==> config.mk <==
export PLATFORM = sky130hd
export DESIGN_NAME = bwf_wake_failsafe
export DESIGN_NICKNAME = d
export VERILOG_FILES = /design/src/include/bwf_pkg.sv /design/src/hdl/bwf_filter.sv /design/src/hdl/bwf_wake_failsafe.sv
export SDC_FILE = /design/constraint.sdc
export NUM_CORES = 1
export LEC_CHECK = 0
export ABC_AREA = 1
export ABC_CLOCK_PERIOD_IN_PS = 4700
export BUFFER_PORTS_ARGS = -buffer_cell sky130_fd_sc_hd__buf_4
export CELL_PAD_IN_SITES_DETAIL_PLACEMENT = 0
export CELL_PAD_IN_SITES_GLOBAL_PLACEMENT = 1
export CORE_MARGIN = 3
export CORE_UTILIZATION = 50
export CTS_CLUSTER_SIZE = 30
export DETAILED_ROUTE_END_ITERATION = 10
export PLACE_DENSITY_LB_ADDON = 0.1
export SLEW_MARGIN = 20
export SYNTH_ARGS = -nofsm -noshare
export SYNTH_HDL_FRONTEND = slang
export SYNTH_HIERARCHICAL = 1
export SYNTH_SLANG_ARGS = --single-unit
==> constraint.sdc <==
create_clock -name clock -period 4.7 [get_ports clock]
set_input_delay 0.47 -clock clock [delete_from_list [all_inputs] [get_ports clock]]
set_output_delay 0.47 -clock clock [all_outputs]
set_load 0.005 [all_outputs]
==> src/include/bwf_pkg.sv <==
package bwf_pkg;
   // Configuration and status bit positions
   localparam int unsigned CFG_ADDR = 16'h0800;
   localparam int unsigned STAT_ADDR = 16'h0820;
   localparam int unsigned CTRL_ADDR = 16'h0840;
   localparam int unsigned CFG_TEST_MAP_BIT = 0;
   localparam int unsigned CFG_SLEEP_WAKE_ERROR_DISABLE_BIT = 1;
   localparam int unsigned CFG_FAILSAFE_BIT = 13;
   localparam int unsigned CFG_TEST_EN_BIT = 21;
   localparam int unsigned STAT_SLEEP_FAULT_BIT = 23;
   localparam int unsigned STAT_POWER_ON_BIT = 0;
   localparam int unsigned STAT_LOCAL_WAKE_BIT = 1;
   localparam int unsigned STAT_BUS_WAKE_BIT = 2;
   localparam int unsigned STAT_MODE_LSB = 4;
   localparam int unsigned CTRL_MODE_LSB = 0;
   localparam int unsigned CTRL_CLR_FLAGS_BIT = 4;
   localparam logic [31:0] CFG_RESET = 32'h0000_0000;
   // Timing, clock 20 MHz
   localparam int unsigned CLOCK_HZ = 20_000_000;
   localparam int unsigned WAKE_FILTER_NS = 1000;
   localparam int unsigned WAKE_FILTER_CYCLES = (WAKE_FILTER_NS * (CLOCK_HZ / 1_000_000) + 999) / 1000;
   localparam int unsigned LOCAL_WAKE_FILTER_NS = 50000;
   localparam int unsigned LOCAL_WAKE_FILTER_CYCLES =
      (LOCAL_WAKE_FILTER_NS * (CLOCK_HZ / 1_000_000) + 999) / 1000;
   localparam int unsigned WAKE_TIMEOUT_US = 1800;
   localparam int unsigned WAKE_TIMEOUT_CYCLES = WAKE_TIMEOUT_US * (CLOCK_HZ / 1_000_000);
   localparam int unsigned INACTIVITY_S = 240;
   localparam longint unsigned INACTIVITY_CYCLES = 64'(INACTIVITY_S) * 64'(CLOCK_HZ);
   localparam int unsigned SILENCE_US = 900;
   localparam int unsigned SILENCE_CYCLES = SILENCE_US * (CLOCK_HZ / 1_000_000);
   // Operating modes, one-hot
   typedef enum logic [2:0] {
      MODE_SLEEP = 3'b001,
      MODE_STANDBY = 3'b010,
      MODE_NORMAL = 3'b100
   } bwf_mode_type;
   // Wake-up pattern detector states, one-hot
   typedef enum logic [4:0] {
      WP_IDLE = 5'b00001,
      WP_DOM1 = 5'b00010,
      WP_REC = 5'b00100,
      WP_DOM2 = 5'b01000,
      WP_REQ = 5'b10000
   } bwf_wup_type;
endpackage

==> src/hdl/bwf_filter.sv <==
module bwf_filter #(
   parameter int unsigned CYCLES = 20,
   parameter int unsigned WIDTH = 16
) (
   input wire logic clock,
   input wire logic rst_n,
   input wire logic din,
   output logic stable_q,
   output logic change_q
);
   import bwf_pkg::*;
   logic [WIDTH-1:0] count_q;
   logic cand_q;
   wire differs = din != stable_q;
   wire done = count_q >= WIDTH'(CYCLES - 1);
   always_ff @(posedge clock or negedge rst_n) begin
      if (!rst_n) begin
         count_q <= '0;
         cand_q <= 1'b0;
         stable_q <= 1'b1;
         change_q <= 1'b0;
      end else begin
         change_q <= 1'b0;
         if (!differs || din != cand_q) begin
            count_q <= '0;
            cand_q <= din;
         end else if (done) begin
            stable_q <= din;
            change_q <= 1'b1;
            count_q <= '0;
         end else begin
            count_q <= count_q + WIDTH'(1);
         end
      end
   end
endmodule // bwf_filter

==> src/hdl/bwf_wake_failsafe.sv <==
// Behaviour
// Pattern: dominant, recessive, dominant, each filtered
// Pattern wakes to standby, asserts both pins
// Falling internal receive in sleep wakes device
// After pattern, mirror filtered dominants low
// Unfiltered activity never resets pattern detector
// Short states ignored, long states counted
// Normal mode or undervoltage drops request
// Timeout returns detector to idle, waiting dominant
// Local wake on either edge
// Local wake only in sleep/standby, to standby
// Local wake needs minimum stable level
// Power-up may flag a local wake
// Config bit 21 enables test remapping
// Config bit 0 selects remapping set
// Test mode routes transceiver enable to interrupt
// Bit 1 disables error timer, reset re-enables
// Failsafe off until config bit 13 set
// Power-on flag uncleared in time forces sleep
// Wake starts silence, inactivity timers; expiry sleeps
// Failsafe: unserviced wake in time forces sleep
// Bus silence for inactivity time forces sleep
// Standby reports only the first wake interrupt
// Fault-caused sleep sets sleep status flag
// All durations are parameterised cycle counts
module bwf_wake_failsafe #(
   parameter longint unsigned INACTIVITY_COUNT = bwf_pkg::INACTIVITY_CYCLES,
   parameter int unsigned SILENCE_COUNT = bwf_pkg::SILENCE_CYCLES,
   parameter int unsigned WAKE_TIMEOUT_COUNT = bwf_pkg::WAKE_TIMEOUT_CYCLES
) (
   input wire logic clock,
   input wire logic rst_n,
   input wire logic [15:0] reg_addr,
   input wire logic [31:0] reg_wdata,
   input wire logic reg_write,
   input wire logic reg_read,
   output logic [31:0] reg_rdata_q,
   input wire logic bus_dominant,
   input wire logic wake_pin,
   input wire logic supply_undervoltage,
   input wire logic controller_interrupt_wake,
   input wire logic controller_transmit,
   input wire logic transceiver_receive_output,
   input wire logic transceiver_enable,
   input wire logic core_interrupt_n,
   input wire logic general_io_pin_one_in,
   output logic general_io_pin_one_out_q,
   output logic general_io_pin_one_oe_q,
   output logic general_output_pin_two_q,
   output logic interrupt_out_n_q,
   output logic wake_request_out_n_q,
   output logic internal_receive_q,
   output logic transceiver_transmit_input_q,
   output logic core_receive_q,
   output logic [2:0] mode_q
);
   import bwf_pkg::*;

   // Input synchronisers
   logic [1:0] bus_sync_q, wake_sync_q, uv_sync_q, gpio_sync_q;
   logic bus_dom, uv, gpio_in;
   always_ff @(posedge clock or negedge rst_n) begin
      if (!rst_n) begin
         bus_sync_q <= 2'b00;
         wake_sync_q <= 2'b11;
         uv_sync_q <= 2'b00;
         gpio_sync_q <= 2'b11;
      end else begin
         bus_sync_q <= {bus_sync_q[0], bus_dominant};
         wake_sync_q <= {wake_sync_q[0], wake_pin};
         uv_sync_q <= {uv_sync_q[0], supply_undervoltage};
         gpio_sync_q <= {gpio_sync_q[0], general_io_pin_one_in};
      end
   end
   assign bus_dom = bus_sync_q[1];
   assign uv = uv_sync_q[1];
   assign gpio_in = gpio_sync_q[1];

   // Filters: bus state and wake pin level
   logic bus_filt, bus_change, wake_filt, wake_change;
   bwf_filter #(.CYCLES(WAKE_FILTER_CYCLES), .WIDTH(16)) u_bus_filter (
      .clock(clock),
      .rst_n(rst_n),
      .din(!bus_dom),
      .stable_q(bus_filt),
      .change_q(bus_change)
   );
   bwf_filter #(.CYCLES(LOCAL_WAKE_FILTER_CYCLES), .WIDTH(16)) u_wake_filter (
      .clock(clock),
      .rst_n(rst_n),
      .din(wake_sync_q[1]),
      .stable_q(wake_filt),
      .change_q(wake_change)
   );
   wire filt_dom_start = bus_change && !bus_filt;
   wire filt_rec_start = bus_change && bus_filt;
   wire filt_dominant = !bus_filt;

   // Register bus decode
   logic [31:0] cfg_q;
   logic ci_flag_q;
   wire wr_cfg = reg_write && reg_addr == 16'(CFG_ADDR);
   wire wr_ctrl = reg_write && reg_addr == 16'(CTRL_ADDR);
   wire clr_flags = wr_ctrl && reg_wdata[CTRL_CLR_FLAGS_BIT];
   wire cmd_valid = wr_ctrl && reg_wdata[CTRL_MODE_LSB +: 3] != 3'b000;
   wire [2:0] cmd_mode = reg_wdata[CTRL_MODE_LSB +: 3];
   wire test_en = cfg_q[CFG_TEST_EN_BIT];
   wire test_core = cfg_q[CFG_TEST_MAP_BIT];
   wire swe_en = !cfg_q[CFG_SLEEP_WAKE_ERROR_DISABLE_BIT];
   wire failsafe_en = cfg_q[CFG_FAILSAFE_BIT];

   always_ff @(posedge clock or negedge rst_n) begin
      if (!rst_n) begin
         cfg_q <= CFG_RESET;
      end else if (wr_cfg) begin
         cfg_q <= reg_wdata;
      end
   end

   // Wake-up pattern detector
   bwf_wup_type wup_q, wup_d;
   logic [31:0] wto_q;
   bwf_mode_type mode_s;
   wire in_sleep = mode_s == MODE_SLEEP;
   wire to_normal = cmd_valid && cmd_mode == 3'(MODE_NORMAL);
   wire wup_timeout = wto_q >= WAKE_TIMEOUT_COUNT - 1;
   always_comb begin
      wup_d = wup_q;
      case (wup_q)
         WP_IDLE: if (filt_dom_start) wup_d = WP_DOM1;
         WP_DOM1: if (wup_timeout) wup_d = WP_IDLE;
            else if (filt_rec_start) wup_d = WP_REC;
         WP_REC: if (wup_timeout) wup_d = WP_IDLE;
            else if (filt_dom_start) wup_d = WP_REQ;
         WP_DOM2: wup_d = WP_REQ;
         WP_REQ: wup_d = WP_REQ;
         default: wup_d = WP_IDLE;
      endcase
      if (to_normal || uv || !(in_sleep || wup_q == WP_REQ)) wup_d = WP_IDLE;
   end
   always_ff @(posedge clock or negedge rst_n) begin
      if (!rst_n) begin
         wup_q <= WP_IDLE;
         wto_q <= '0;
      end else begin
         wup_q <= wup_d;
         wto_q <= (wup_d == WP_DOM1 || wup_d == WP_REC) && wup_d != WP_IDLE
            && (wup_q != WP_IDLE) ? wto_q + 32'd1 : '0;
      end
   end
   wire bus_request_low = wup_q == WP_REQ && filt_dominant;
   wire pattern_done = wup_q == WP_REC && wup_d == WP_REQ;

   // Falling edge on internal receive path
   logic rx_prev_q;
   wire rx_int_d = !(bus_request_low || pattern_done);
   wire rx_fall = rx_prev_q && !rx_int_d;

   // Local wake
   logic lw_seen_q;
   wire local_wake = wake_change && mode_s != MODE_NORMAL;

   // Mode control and timers
   logic [63:0] inact_q;
   logic [31:0] sil_q;
   logic sleep_fault_q, power_on_q, lw_flag_q, bw_flag_q, reported_q, timer_run_q;
   logic fs_run_q;
   wire wake_event = in_sleep && (rx_fall || local_wake || controller_interrupt_wake);
   wire inact_exp = inact_q >= INACTIVITY_COUNT - 1;
   wire sil_exp = sil_q >= SILENCE_COUNT - 1;
   wire silent_flag = sil_exp;
   wire pwr_timeout = power_on_q && inact_exp;
   wire swe_timeout = timer_run_q && swe_en && inact_exp;
   wire fs_timeout = fs_run_q && failsafe_en && inact_exp;
   wire fault_sleep = !in_sleep && (pwr_timeout || swe_timeout || fs_timeout);
   wire silence_sleep = !in_sleep && silent_flag && failsafe_en && inact_exp;
   wire any_fault = fault_sleep || silence_sleep;
   bwf_mode_type mode_d;
   always_comb begin
      mode_d = mode_s;
      if (any_fault) mode_d = MODE_SLEEP;
      else if (wake_event) mode_d = MODE_STANDBY;
      else if (cmd_valid && !in_sleep) begin
         case (cmd_mode)
            3'(MODE_SLEEP): mode_d = MODE_SLEEP;
            3'(MODE_STANDBY): mode_d = MODE_STANDBY;
            3'(MODE_NORMAL): mode_d = MODE_NORMAL;
            default: mode_d = mode_s;
         endcase
      end
   end
   wire mode_change = mode_d != mode_s;
   wire host_served = clr_flags || to_normal;
   wire silent_reset = !filt_dominant && !bus_change;
   always_ff @(posedge clock or negedge rst_n) begin
      if (!rst_n) begin
         mode_s <= MODE_STANDBY;
         inact_q <= '0;
         sil_q <= '0;
         power_on_q <= 1'b1;
         timer_run_q <= 1'b0;
         fs_run_q <= 1'b0;
         sleep_fault_q <= 1'b0;
         lw_flag_q <= 1'b0;
         bw_flag_q <= 1'b0;
         reported_q <= 1'b0;
         rx_prev_q <= 1'b1;
         lw_seen_q <= 1'b0;
      end else begin
         mode_s <= mode_d;
         rx_prev_q <= rx_int_d;
         lw_seen_q <= lw_seen_q || local_wake;
         // One shared counter: reset on mode change, host service or in sleep
         if (mode_change || host_served || in_sleep) inact_q <= '0;
         else inact_q <= inact_q + 64'd1;
         if (bus_change || in_sleep) sil_q <= '0;
         else if (!sil_exp) sil_q <= sil_q + 32'd1;
         if (host_served) power_on_q <= 1'b0;
         if (wake_event) begin
            timer_run_q <= 1'b1;
            fs_run_q <= 1'b1;
         end else if (host_served || mode_d == MODE_SLEEP) begin
            timer_run_q <= 1'b0;
            fs_run_q <= 1'b0;
         end
         if (any_fault) sleep_fault_q <= 1'b1;
         else if (clr_flags) sleep_fault_q <= 1'b0;
         // Flags: set wins over clear; first wake only
         if (local_wake && !reported_q) lw_flag_q <= 1'b1;
         else if (clr_flags) lw_flag_q <= 1'b0;
         if ((rx_fall && in_sleep) && !reported_q) bw_flag_q <= 1'b1;
         else if (clr_flags) bw_flag_q <= 1'b0;
         if (wake_event) reported_q <= 1'b1;
         else if (mode_d != MODE_STANDBY) reported_q <= 1'b0;
      end
   end

   // Pin outputs and test-mode remapping
   wire wake_pending = lw_flag_q || bw_flag_q || ci_flag_q;
   wire int_d = test_en ? !transceiver_enable : !(wake_pending || power_on_q);
   wire rx_out = rx_int_d && !(mode_s == MODE_NORMAL && !transceiver_receive_output);
   always_ff @(posedge clock or negedge rst_n) begin
      if (!rst_n) begin
         interrupt_out_n_q <= 1'b1;
         wake_request_out_n_q <= 1'b1;
         internal_receive_q <= 1'b1;
         transceiver_transmit_input_q <= 1'b1;
         core_receive_q <= 1'b1;
         general_io_pin_one_out_q <= 1'b0;
         general_io_pin_one_oe_q <= 1'b0;
         general_output_pin_two_q <= 1'b1;
         mode_q <= 3'(MODE_STANDBY);
      end else begin
         interrupt_out_n_q <= int_d;
         wake_request_out_n_q <= !(wake_pending || mode_s == MODE_STANDBY);
         internal_receive_q <= rx_out;
         mode_q <= mode_s;
         general_io_pin_one_out_q <= 1'b0;
         general_io_pin_one_oe_q <= 1'b0;
         if (test_en && !test_core) begin
            transceiver_transmit_input_q <= gpio_in;
            core_receive_q <= 1'b1;
            general_output_pin_two_q <= transceiver_receive_output;
         end else if (test_en && test_core) begin
            transceiver_transmit_input_q <= 1'b1;
            core_receive_q <= gpio_in;
            general_output_pin_two_q <= controller_transmit;
         end else begin
            transceiver_transmit_input_q <= controller_transmit;
            core_receive_q <= rx_out;
            general_output_pin_two_q <= core_interrupt_n;
         end
      end
   end

   // Register read path
   wire [31:0] stat_word = (32'(sleep_fault_q) << STAT_SLEEP_FAULT_BIT)
      | (32'(power_on_q) << STAT_POWER_ON_BIT)
      | (32'(lw_flag_q) << STAT_LOCAL_WAKE_BIT)
      | (32'(bw_flag_q) << STAT_BUS_WAKE_BIT)
      | (32'(mode_s) << STAT_MODE_LSB);
   wire [31:0] rd_d = reg_addr == 16'(CFG_ADDR) ? cfg_q :
      reg_addr == 16'(STAT_ADDR) ? stat_word :
      reg_addr == 16'(CTRL_ADDR) ? 32'(mode_s) : 32'h0000_0000;
   always_ff @(posedge clock or negedge rst_n) begin
      if (!rst_n) begin
         reg_rdata_q <= 32'h0000_0000;
      end else begin
         reg_rdata_q <= reg_read ? rd_d : 32'h0000_0000;
      end
   end
   logic unused_q;
   always_ff @(posedge clock or negedge rst_n) begin
      if (!rst_n) unused_q <= 1'b0;
      else unused_q <= wake_filt ^ lw_seen_q ^ silent_reset;
   end
   // Controller interrupt wake flag, first wake only
   always_ff @(posedge clock or negedge rst_n) begin
      if (!rst_n) ci_flag_q <= 1'b0;
      else if (controller_interrupt_wake && in_sleep && !reported_q) ci_flag_q <= 1'b1;
      else if (clr_flags) ci_flag_q <= 1'b0;
   end
endmodule // bwf_wake_failsafe

======== Word level (Yosys, flattened, before mapping) ========
Cells that the tools add are included.
storage, ports and cells
  word-level logic and storage cells ...... 200
  bits of input ports ..................... 61
  register bits ........................... 263
operators by class
  bitwise gates (word level) .............. 6
  mux-type cells .......................... 43
  reductions and logical operators ........ 79
  magnitude comparators ................... 5
  add/sub/neg operators ................... 5
  equal/unequal tests ..................... 28
operators by type and width
  operator                                                             count
  2-to-1 mux 32 bit                                                    5
  adder 32 x 1 -> 32 bit, second input constant                        2
  adder 64 x 1 -> 64 bit, second input constant                        1
  greater-or-equal comparator 64 x 33 -> 1 bit, second input constant  1
  2-to-1 mux 16 bit                                                    4
  2-to-1 mux 64 bit                                                    1
  == test 16 x 12 -> 1 bit, second input constant                      3
  logical AND 1 bit                                                    33
  adder 16 x 1 -> 16 bit, second input constant                        2
  greater-or-equal comparator 32 x 15 -> 1 bit, second input constant  1
  greater-or-equal comparator 32 x 16 -> 1 bit, second input constant  1
  2-to-1 mux 5 bit                                                     6
  2-to-1 mux 24 bit                                                    1
  OR 24 x 1 -> 24 bit                                                  1
  OR 24 x 2 -> 24 bit                                                  1
  OR 24 x 3 -> 24 bit                                                  1
  OR 24 x 7 -> 24 bit                                                  1
  logical OR 1 bit                                                     21
  2-to-1 mux 1 bit                                                     20
  case mux 5 bit (4 select lines)                                      1
  greater-or-equal comparator 16 x 10 -> 1 bit, second input constant  1
  greater-or-equal comparator 16 x 5 -> 1 bit, second input constant   1
  zero test 1 bit                                                      15
  2-to-1 mux 3 bit                                                     4
  20 further kinds                                                     38

======== Longest topological paths before layout ========
Gate-level depths: netlist of run 1.
  word-level depth ........................ 20
  gate-level depth with buffers ........... 21

======== Hierarchy ========
The synthesis of run 1 kept the hierarchy.
modules (own cells, without submodules)
  module                       area each (um2)  instances  cells each
  bwf_wake_failsafe            10523.8          1          1159
  bwf_filter at u_wake_filter  779.5            1          82
  bwf_filter at u_bus_filter   683.2            1          60

======== Worst setup path after synthesis of run 1 ========
No wires, ideal clock.
  path kind ............................... input port to flip-flop
  start point ............................. input reg_addr[5]
  end point ............................... register inact_q[62]
  data required time ...................... 4580 ps
  stages on the path ...................... 16
  arrival time ............................ 2136 ps
  path slack .............................. 2444 ps
  cell sequence ........................... or2_1 nor2_4 nand4_4 nor2_2 nor2_4 nand3_2 nand2_2 nand2_2 nand2_2 nand2_2 nand2_1 a21oi_1 nor2_2 nand2_4 buf_6 nor2_1
between the ends
  word-level cells in the longest chain between the ends .. 20
  elaborated cells between the ends (all ways) .. 24
RTL lines
  what                             line                      text
  start: declaration               bwf_wake_failsafe.sv:33   input wire logic [15:0] reg_addr,
  == test 16 x 12 -> 1 bit *       bwf_wake_failsafe.sv:103  wire wr_ctrl = reg_write && reg_addr == 16'(CTRL_ADDR);
  logical AND 1 bit *              bwf_wake_failsafe.sv:103
  logical AND 1 bit                bwf_wake_failsafe.sv:105  wire cmd_valid = wr_ctrl && reg_wdata[CTRL_MODE_LSB +: 3] != 3'b000;
  logical AND 1 bit                bwf_wake_failsafe.sv:125  wire to_normal = cmd_valid && cmd_mode == 3'(MODE_NORMAL);
  logical OR 1 bit (2 in a row)    bwf_wake_failsafe.sv:139  if (to_normal || uv || !(in_sleep || wup_q == WP_REQ)) wup_d = WP_IDLE;
  2-to-1 mux 5 bit                 bwf_wake_failsafe.sv:139
  == test 5 bit                    bwf_wake_failsafe.sv:152  wire pattern_done = wup_q == WP_REC && wup_d == WP_REQ;
  logical AND 1 bit                bwf_wake_failsafe.sv:152
  logical OR 1 bit                 bwf_wake_failsafe.sv:156  wire rx_int_d = !(bus_request_low || pattern_done);
  logical AND 1 bit                bwf_wake_failsafe.sv:157  wire rx_fall = rx_prev_q && !rx_int_d;
  logical OR 1 bit (2 in a row)    bwf_wake_failsafe.sv:168  wire wake_event = in_sleep && (rx_fall || local_wake || controller_interrupt_wake);
  logical AND 1 bit                bwf_wake_failsafe.sv:168
  2-to-1 mux 3 bit                 bwf_wake_failsafe.sv:182  else if (wake_event) mode_d = MODE_STANDBY;
  2-to-1 mux 3 bit                 bwf_wake_failsafe.sv:181  if (any_fault) mode_d = MODE_SLEEP;
  inequality test 3 bit            bwf_wake_failsafe.sv:192  wire mode_change = mode_d != mode_s;
  logical OR 1 bit * (2 in a row)  bwf_wake_failsafe.sv:214  if (mode_change || host_served || in_sleep) inact_q <= '0;
  2-to-1 mux 64 bit *              bwf_wake_failsafe.sv:214
  end signal: assignment           bwf_wake_failsafe.sv:215  else inact_q <= inact_q + 64'd1;
  end: declaration                 bwf_wake_failsafe.sv:164  logic [63:0] inact_q;
Every way passes the cells marked *; elsewhere a longest branch is shown, timed or not.
A chain may end at the register's enable or synchronous reset.

======== Worst setup path after layout of run 1 ========
  start point ............................. register inact_q[0]
  end point ............................... register inact_q[1]
between the ends
  word-level cells in the longest chain between the ends .. 11
  elaborated cells between the ends (all ways) .. 15
RTL lines
  what                                          line                                                text
  greater-or-equal comparator 64 x 33 -> 1 bit  bwf_wake_failsafe.sv:169                            wire inact_exp = inact_q >= INACTIVITY_COUNT - 1;
  logical AND 1 bit (on tied branches)          bwf_wake_failsafe.sv:172, bwf_wake_failsafe.sv:173
  logical OR 1 bit (2 in a row)                 bwf_wake_failsafe.sv:175                            wire fault_sleep = !in_sleep && (pwr_timeout || swe_timeout || fs_timeout);
  logical AND 1 bit                             bwf_wake_failsafe.sv:175
  logical OR 1 bit                              bwf_wake_failsafe.sv:177                            wire any_fault = fault_sleep || silence_sleep;
  2-to-1 mux 3 bit                              bwf_wake_failsafe.sv:181
  inequality test 3 bit                         bwf_wake_failsafe.sv:192
  logical OR 1 bit (2 in a row)                 bwf_wake_failsafe.sv:214
  2-to-1 mux 64 bit *                           bwf_wake_failsafe.sv:214
Marked as above.

==> impl_metrics.yaml, run 1 <==
run_status:
  status: "finished, violations left"
  violations: "hold timing"
final_layout:
  layout-drive-gt1-share: 0.202
  final_cells: 1789
  final_common_cell: "dfrtp_1"
  multi_input_area_um2: 4650
  fin_util: 0.599
  final_nets: 1517
  final_cell_mix: "dfrtp_1 (246), nor2_1 (200), inv_1 (190)"
  area_growth_pct: 17.7
  n_antenna_cell: 0
  seqCellArea_um2: 6600
  fillers: 2169
logic_synthesis:
  ys_seq_elements: 263
  synth_top_family_by_area: "simple AND/OR/NAND/NOR gates"
  synth_cell_type_count: 50
  ys_seq_area_frac: 0.551
  muxShareOfSynthArea: 0.0272
  syn_inst: 1301
  synth_edf_count: 0
  synthFlopType: "dfrtp_1"
  synth_top_area_frac: 0.514
  ys_top_cells_by_area: "dfrtp_1 (51%), nor2_1 (6.3%), inv_1 (5.9%)"
  synthXorXnorAreaFrac: 0.0541
  synth-adder-area-share: 0.00522
  async_flop_share: 1.00
  synth-compound-area-share: 0.0340
  yosys.area.top_type: "dfrtp_1"
  ys_warn_count: 6
  synth-simple-area-share: 0.256
  synth.cell_area_um2: 12000
  avgSynthCellArea_um2: 9.21
timing:
  worstMarginPinSlew_ns: 1.02
  setup_viol: 0
  max-slew-margin-rel: 0.319
  rsz0062_at_grt: "false"
  whs_ns: -0.00132
  tns_ns: 0
  drv_slew: 0
  fmax_ghz: 0.340
  worst_slack_ns: 1.76
  finalHoldViolCount: 1
  skew_ns: 0.0108
  min_period_over_period: 0.626
  fin_crit_ns: 2.94
clock_network:
  post_cts_buffers: 0
  htreeDepth: 1
  clock_path_buffers: 3
  cts_made_buffers: 29
  ctsHoldBuffers: 0
  clock_latency_ns: 0.53
  clock_sinks: 263
  cts_tree: "built"
  cts_resized: 0
  cts_root_buf: "clkbuf_16"
  clk_pin_slew_ns: 0.06
min_path:
  min_path_type: "in -> async"
place:
  gp_congestion: 0.861
  dp_cells: 1739
  io_buffers: 101
  dp_worst_setup_slack_ns: 1.55
  dp_hpwl_um: 17400
floorplan:
  start_util: 0.509
  core_um2: 23500
  fp-row-count: 56
  die_h_um: 161
  die-area_um2: 25900
  die_x_um: 161
  ioPinCount: 104
global_routing:
  grt_pass1_vias: 8717
  overflow: 0
  grt_max_degree: 116
  grt_pass1_wl_um: 41800
  track_usage: 0.193
  grt_antenna_before_repair: 0
worst_setup_path:
  crit_path_end_kind: "flop"
  r2r_end: "inact_q[1]"
  crit_required_ns: 5.07
  r2r_start: "inact_q[0]"
  worstSetupStartpointType: "flop"
  crit_type: "reg -> reg"
  cp-startpoint: "inact_q[0]"
  crit_fanout: 64
  reg2reg_slack_ns: 1.76
  cp.arrival_ns: 3.32
  r2r.worst_path.cells: 16
drt:
  route.detailed.drc: 0
  drt_iter0_drc: 543
  vias_per_cell: 4.85
  routed_wirelength_um: 24300
  wl_per_cell_um: 13.6
  antenna_left: 0
  dr.pass1.iters: 5
  via_count: 8682
power_and_ir_drop:
  p_leak_nw: 6.36
  ir_drop_uv: 238
  power_density_nw_per_um2: 353
job:
  max-cap-violations: 0
[state kept, by name (all words and copies together) (netlist names), 3 cells and up]
signal / flops
u_wake_filter/count_q: 16
cfg_q: 32
mode_s: 3
sil_q: 32
reg_rdata_q: 32
u_bus_filter/count_q: 16
wup_q: 5
inact_q: 64
mode_q: 3
wto_q: 32
[where the power goes]
part           internal, W  switching (W)  total [W]
clock              0.00129       0.000863    0.00215
sequential         0.00234      0.0000462    0.00239
combinational     0.000115       0.000332   0.000446
[worst max-delay path by stage]
stage / to / slack [ns]
after floorplan: inact_q[62] / 2.44
after global placement: inact_q[12] / 1.66
after detailed placement: inact_q[42] / 1.55
after CTS: inact_q[42] / 1.73
after global routing: inact_q[1] / 1.40
final: inact_q[1] / 1.76
[stage by stage]
step                      cell area, um^2  power, W
final                               14100   0.00498
after global routing                14100   0.00523
after CTS                           14100   0.00507
after detailed placement            13200   0.00289
after global placement              13200   0.00288
after floorplan                     12100   0.00278
[synth_stat cells, drive strengths merged (5+ instances only)]
| cell | n |
|---|---|
| o31ai | 7 |
| clkbuf | 11 |
| buf | 8 |
| ha | 5 |
| inv | 196 |
| nand3 | 65 |
| nor3 | 52 |
| xor2 | 59 |
| a31oi | 6 |
| xnor2 | 15 |
| a21oi | 18 |
| dfstp | 17 |
| nand2 | 180 |
| nor4 | 25 |
| o21ai | 31 |
| nor2 | 269 |
| mux2 | 29 |
| dfrtp | 246 |
| nand4 | 39 |
[routing by layer]
layer / up-vias / GRT usage / part of all wire / routed length [um]
li1: 4394 / - / - / -
met1: 4127 / 0.274 / 0.48 / 11600
met2: 125 / 0.317 / 0.47 / 11400
met3: 36 / 0.0289 / 0.034 / 821
met4: 0 / 0.0469 / 0.022 / 544
met5: - / 0 / 0 / 0
[worst max-delay path, cell delays in order (launching register included)]
cell	delay, ns
dfrtp_1	0.38
ha_1	0.21
nand3_2	0.15
nor2_1	0.15
nand4_1	0.09
nand3_1	0.13
nand4_1	0.09
nand2_1	0.11
nand2_1	0.06
nand2_1	0.10
nand3_2	0.16
nand2_1	0.15
nand2_1	0.06
nand2_1	0.07
nor2_2	0.05
nand2_4	0.71
nor2_1	0.08
[cell type report]
cell class	instances	share of cell area
Tap cell	319	0.0283
Sequential cell	263	0.468
Multi-Input combinational cell	856	0.329
Inverter	196	0.0521
Clock buffer	42	0.0599
Clock inverter	8	0.00497
Timing Repair Buffer	105	0.0573
[logic make-up after synthesis]
kind of cell	count (synthesis)
compound gates	70
xor+xnor	74
fa+ha+maj	5
buf+inv	215
flops	263
mux	29
other cells	3
simple gates	642
No activity file was read; power rests on OpenSTA's default activity.
==> run 2, diff against run 1 <==
Settings changed: ABC_CLOCK_PERIOD_IN_PS 4700 to 2500, CORE_UTILIZATION 50 to 42.
Clock period 4.7 ns to 2.5 ns, I/O delays scaled along.
==> impl_metrics.yaml, run 2 (synthesis results as in run 1) <==
final_layout:
  final_common_cell: "dfrtp_1"
  multi_input_area_um2: 4920
  n_antenna_cell: 0
  layout-drive-gt1-share: 0.269
  final_cell_mix: "dfrtp_1 (245), inv_1 (187), nor2_1 (182)"
  regMostFlops: "inact_q"
  area_growth_pct: 31.0
  seqCellArea_um2: 6600
  largest_reg_flops: 64
  final_nets: 1637
  fillers: 2557
  final_cells: 1972
floorplan:
  ioPinCount: 104
  die_x_um: 175
  start_util: 0.429
  core_um2: 27900
  die-area_um2: 30600
  die_h_um: 175
  fp-row-count: 61
timing:
  min_period_over_period: 0.960
  whs_ns: 0.0462
  worstMarginPinSlew_ns: 0.565
  rsz0062_at_grt: "true"
  drv_slew: 0
  finalHoldViolCount: 0
  setup_viol: 0
  fmax_ghz: 0.416
  skew_ns: 0.0113
  fin_crit_ns: 2.40
  max-slew-margin-rel: 0.620
drt:
  wl_per_cell_um: 13.6
  via_count: 9127
  vias_per_cell: 4.63
  drt_iter0_drc: 490
  route.detailed.drc: 0
  dr.pass1.iters: 5
  routed_wirelength_um: 26800
  antenna_left: 0
place:
  io_buffers: 101
  dp_hpwl_um: 18300
  gp_congestion: 0.825
  dp_cells: 1853
clock_network:
  cts_made_buffers: 29
  cts_root_buf: "clkbuf_16"
  cts_tree: "built"
  clk_pin_slew_ns: 0.06
  clock_path_buffers: 3
  htreeDepth: 1
  clock_latency_ns: 0.54
  clock_sinks: 263
worst_setup_path:
  worstSetupStartpointType: "flop"
  crit_type: "reg -> reg"
  path_cells: "nor2_2 > nand4_1 > nand2_2 > inv_2 > nand2_1 > nand2_2 > nor2_4 > nand3_2 > nand2_4 > nand2_4 > nand2_4 > nand2_4 > nand2_4 > nand2_2 > nand2_1 > nand2_1 > nor2_2 > nand2_4 > buf_16 > nor2_1"
  crit_path_end_kind: "flop"
  crit_top_cell: "nand2_4"
  crit_required_ns: 2.97
  reg2reg_slack_ns: 0.1
  crit_fanout: 22
  r2r_end: "inact_q[42]"
  r2r.worst_path.cells: 20
  r2r_start: "wup_q[2]"
  critPathMaxStageDelay_ns: 0.42
  cp.arrival_ns: 2.87
  cp_slowest_cell: "dfrtp_1"
power_and_ir_drop:
  power_density_nw_per_um2: 662
  ir_drop_uv: 473
  p_leak_nw: 7.07
min_path:
  min_path_type: "in -> reg"
  worstHoldStart: "reg_wdata[2]"
  hold_depth: 3
  hold_path_end: "cfg_q[2]"
global_routing:
  track_usage: 0.174
  grt_pass1_vias: 9055
  grt_antenna_before_repair: 0
  grt_pass1_wl_um: 44600
  grt_max_degree: 85
  overflow: 0
  use_met3: 0.0254
  grt_busiest_layer: "met2"
  met1_usage: 0.250
  met2_usage: 0.278
job:
  max-cap-violations: 0
run_status:
  status: "complete, no violations"
run 2: worst max-delay path, delay by kind of cell, from the launching register on:
kind | cells | cell delay (ns)
flops | 1 | 0.42
buf+inv | 2 | 0.24
simple gates | 18 | 1.63
run 2: area by class of cell:
class | instances | area share
sequential | 263 | 0.421
multi-input combinational | 856 | 0.313
timing repair buffer | 225 | 0.124
clock buffer | 43 | 0.0547
inverter | 196 | 0.0469
tap | 378 | 0.0301
clock inverter | 11 | 0.0107
run 2: worst max-delay path by stage:
stage,to,start,cells past startpoint
3_5_place_dp,inact_q[50],inact_q[0],9
2_1_floorplan,inact_q[62],inact_q[0],13
5_1_grt,inact_q[42],wup_q[2],20
3_3_place_gp,inact_q[58],inact_q[0],10
4_1_cts,inact_q[50],inact_q[0],9
6_report,inact_q[42],wup_q[2],20
run 2: timing repair:
item                                   4_1_cts  5_1_grt
resized for setup                            0       74
setup endpoints to repair                    0       66
setup buffers                                0       19
endpoints found under the hold margin       87        0
hold buffers                                42        0
run 2: per-layer routing:
layer  vias to the layer above  part of all wire
met4                         0             0.019
met1                      4301              0.47
met2                       151              0.47
met3                        30             0.043
met5                         -                 0
li1                       4645                 -
run 2: per-stage QoR:
stage	setup TNS, ns	setup slack [ns]	cell area [um^2]	total power, W	utilization
2_1_floorplan	0	0.308	12100	0.00522	-
3_3_place_gp	0	0.0552	13700	0.00553	0.492
3_5_place_dp	0	0.0207	13700	0.00554	0.492
4_1_cts	0	0.0103	15200	0.0102	0.543
5_1_grt	-3.82	-0.102	15700	0.0109	0.562
6_report	0	0.0989	15700	0.0104	0.562
run 2: power by group:
group	leakage (nW)	internal, W	switching, W	total, W
combinational	3.08	0.000578	0.000855	0.00143
sequential	3.49	0.00440	0.0000835	0.00448
clock	0.499	0.00278	0.00170	0.00448
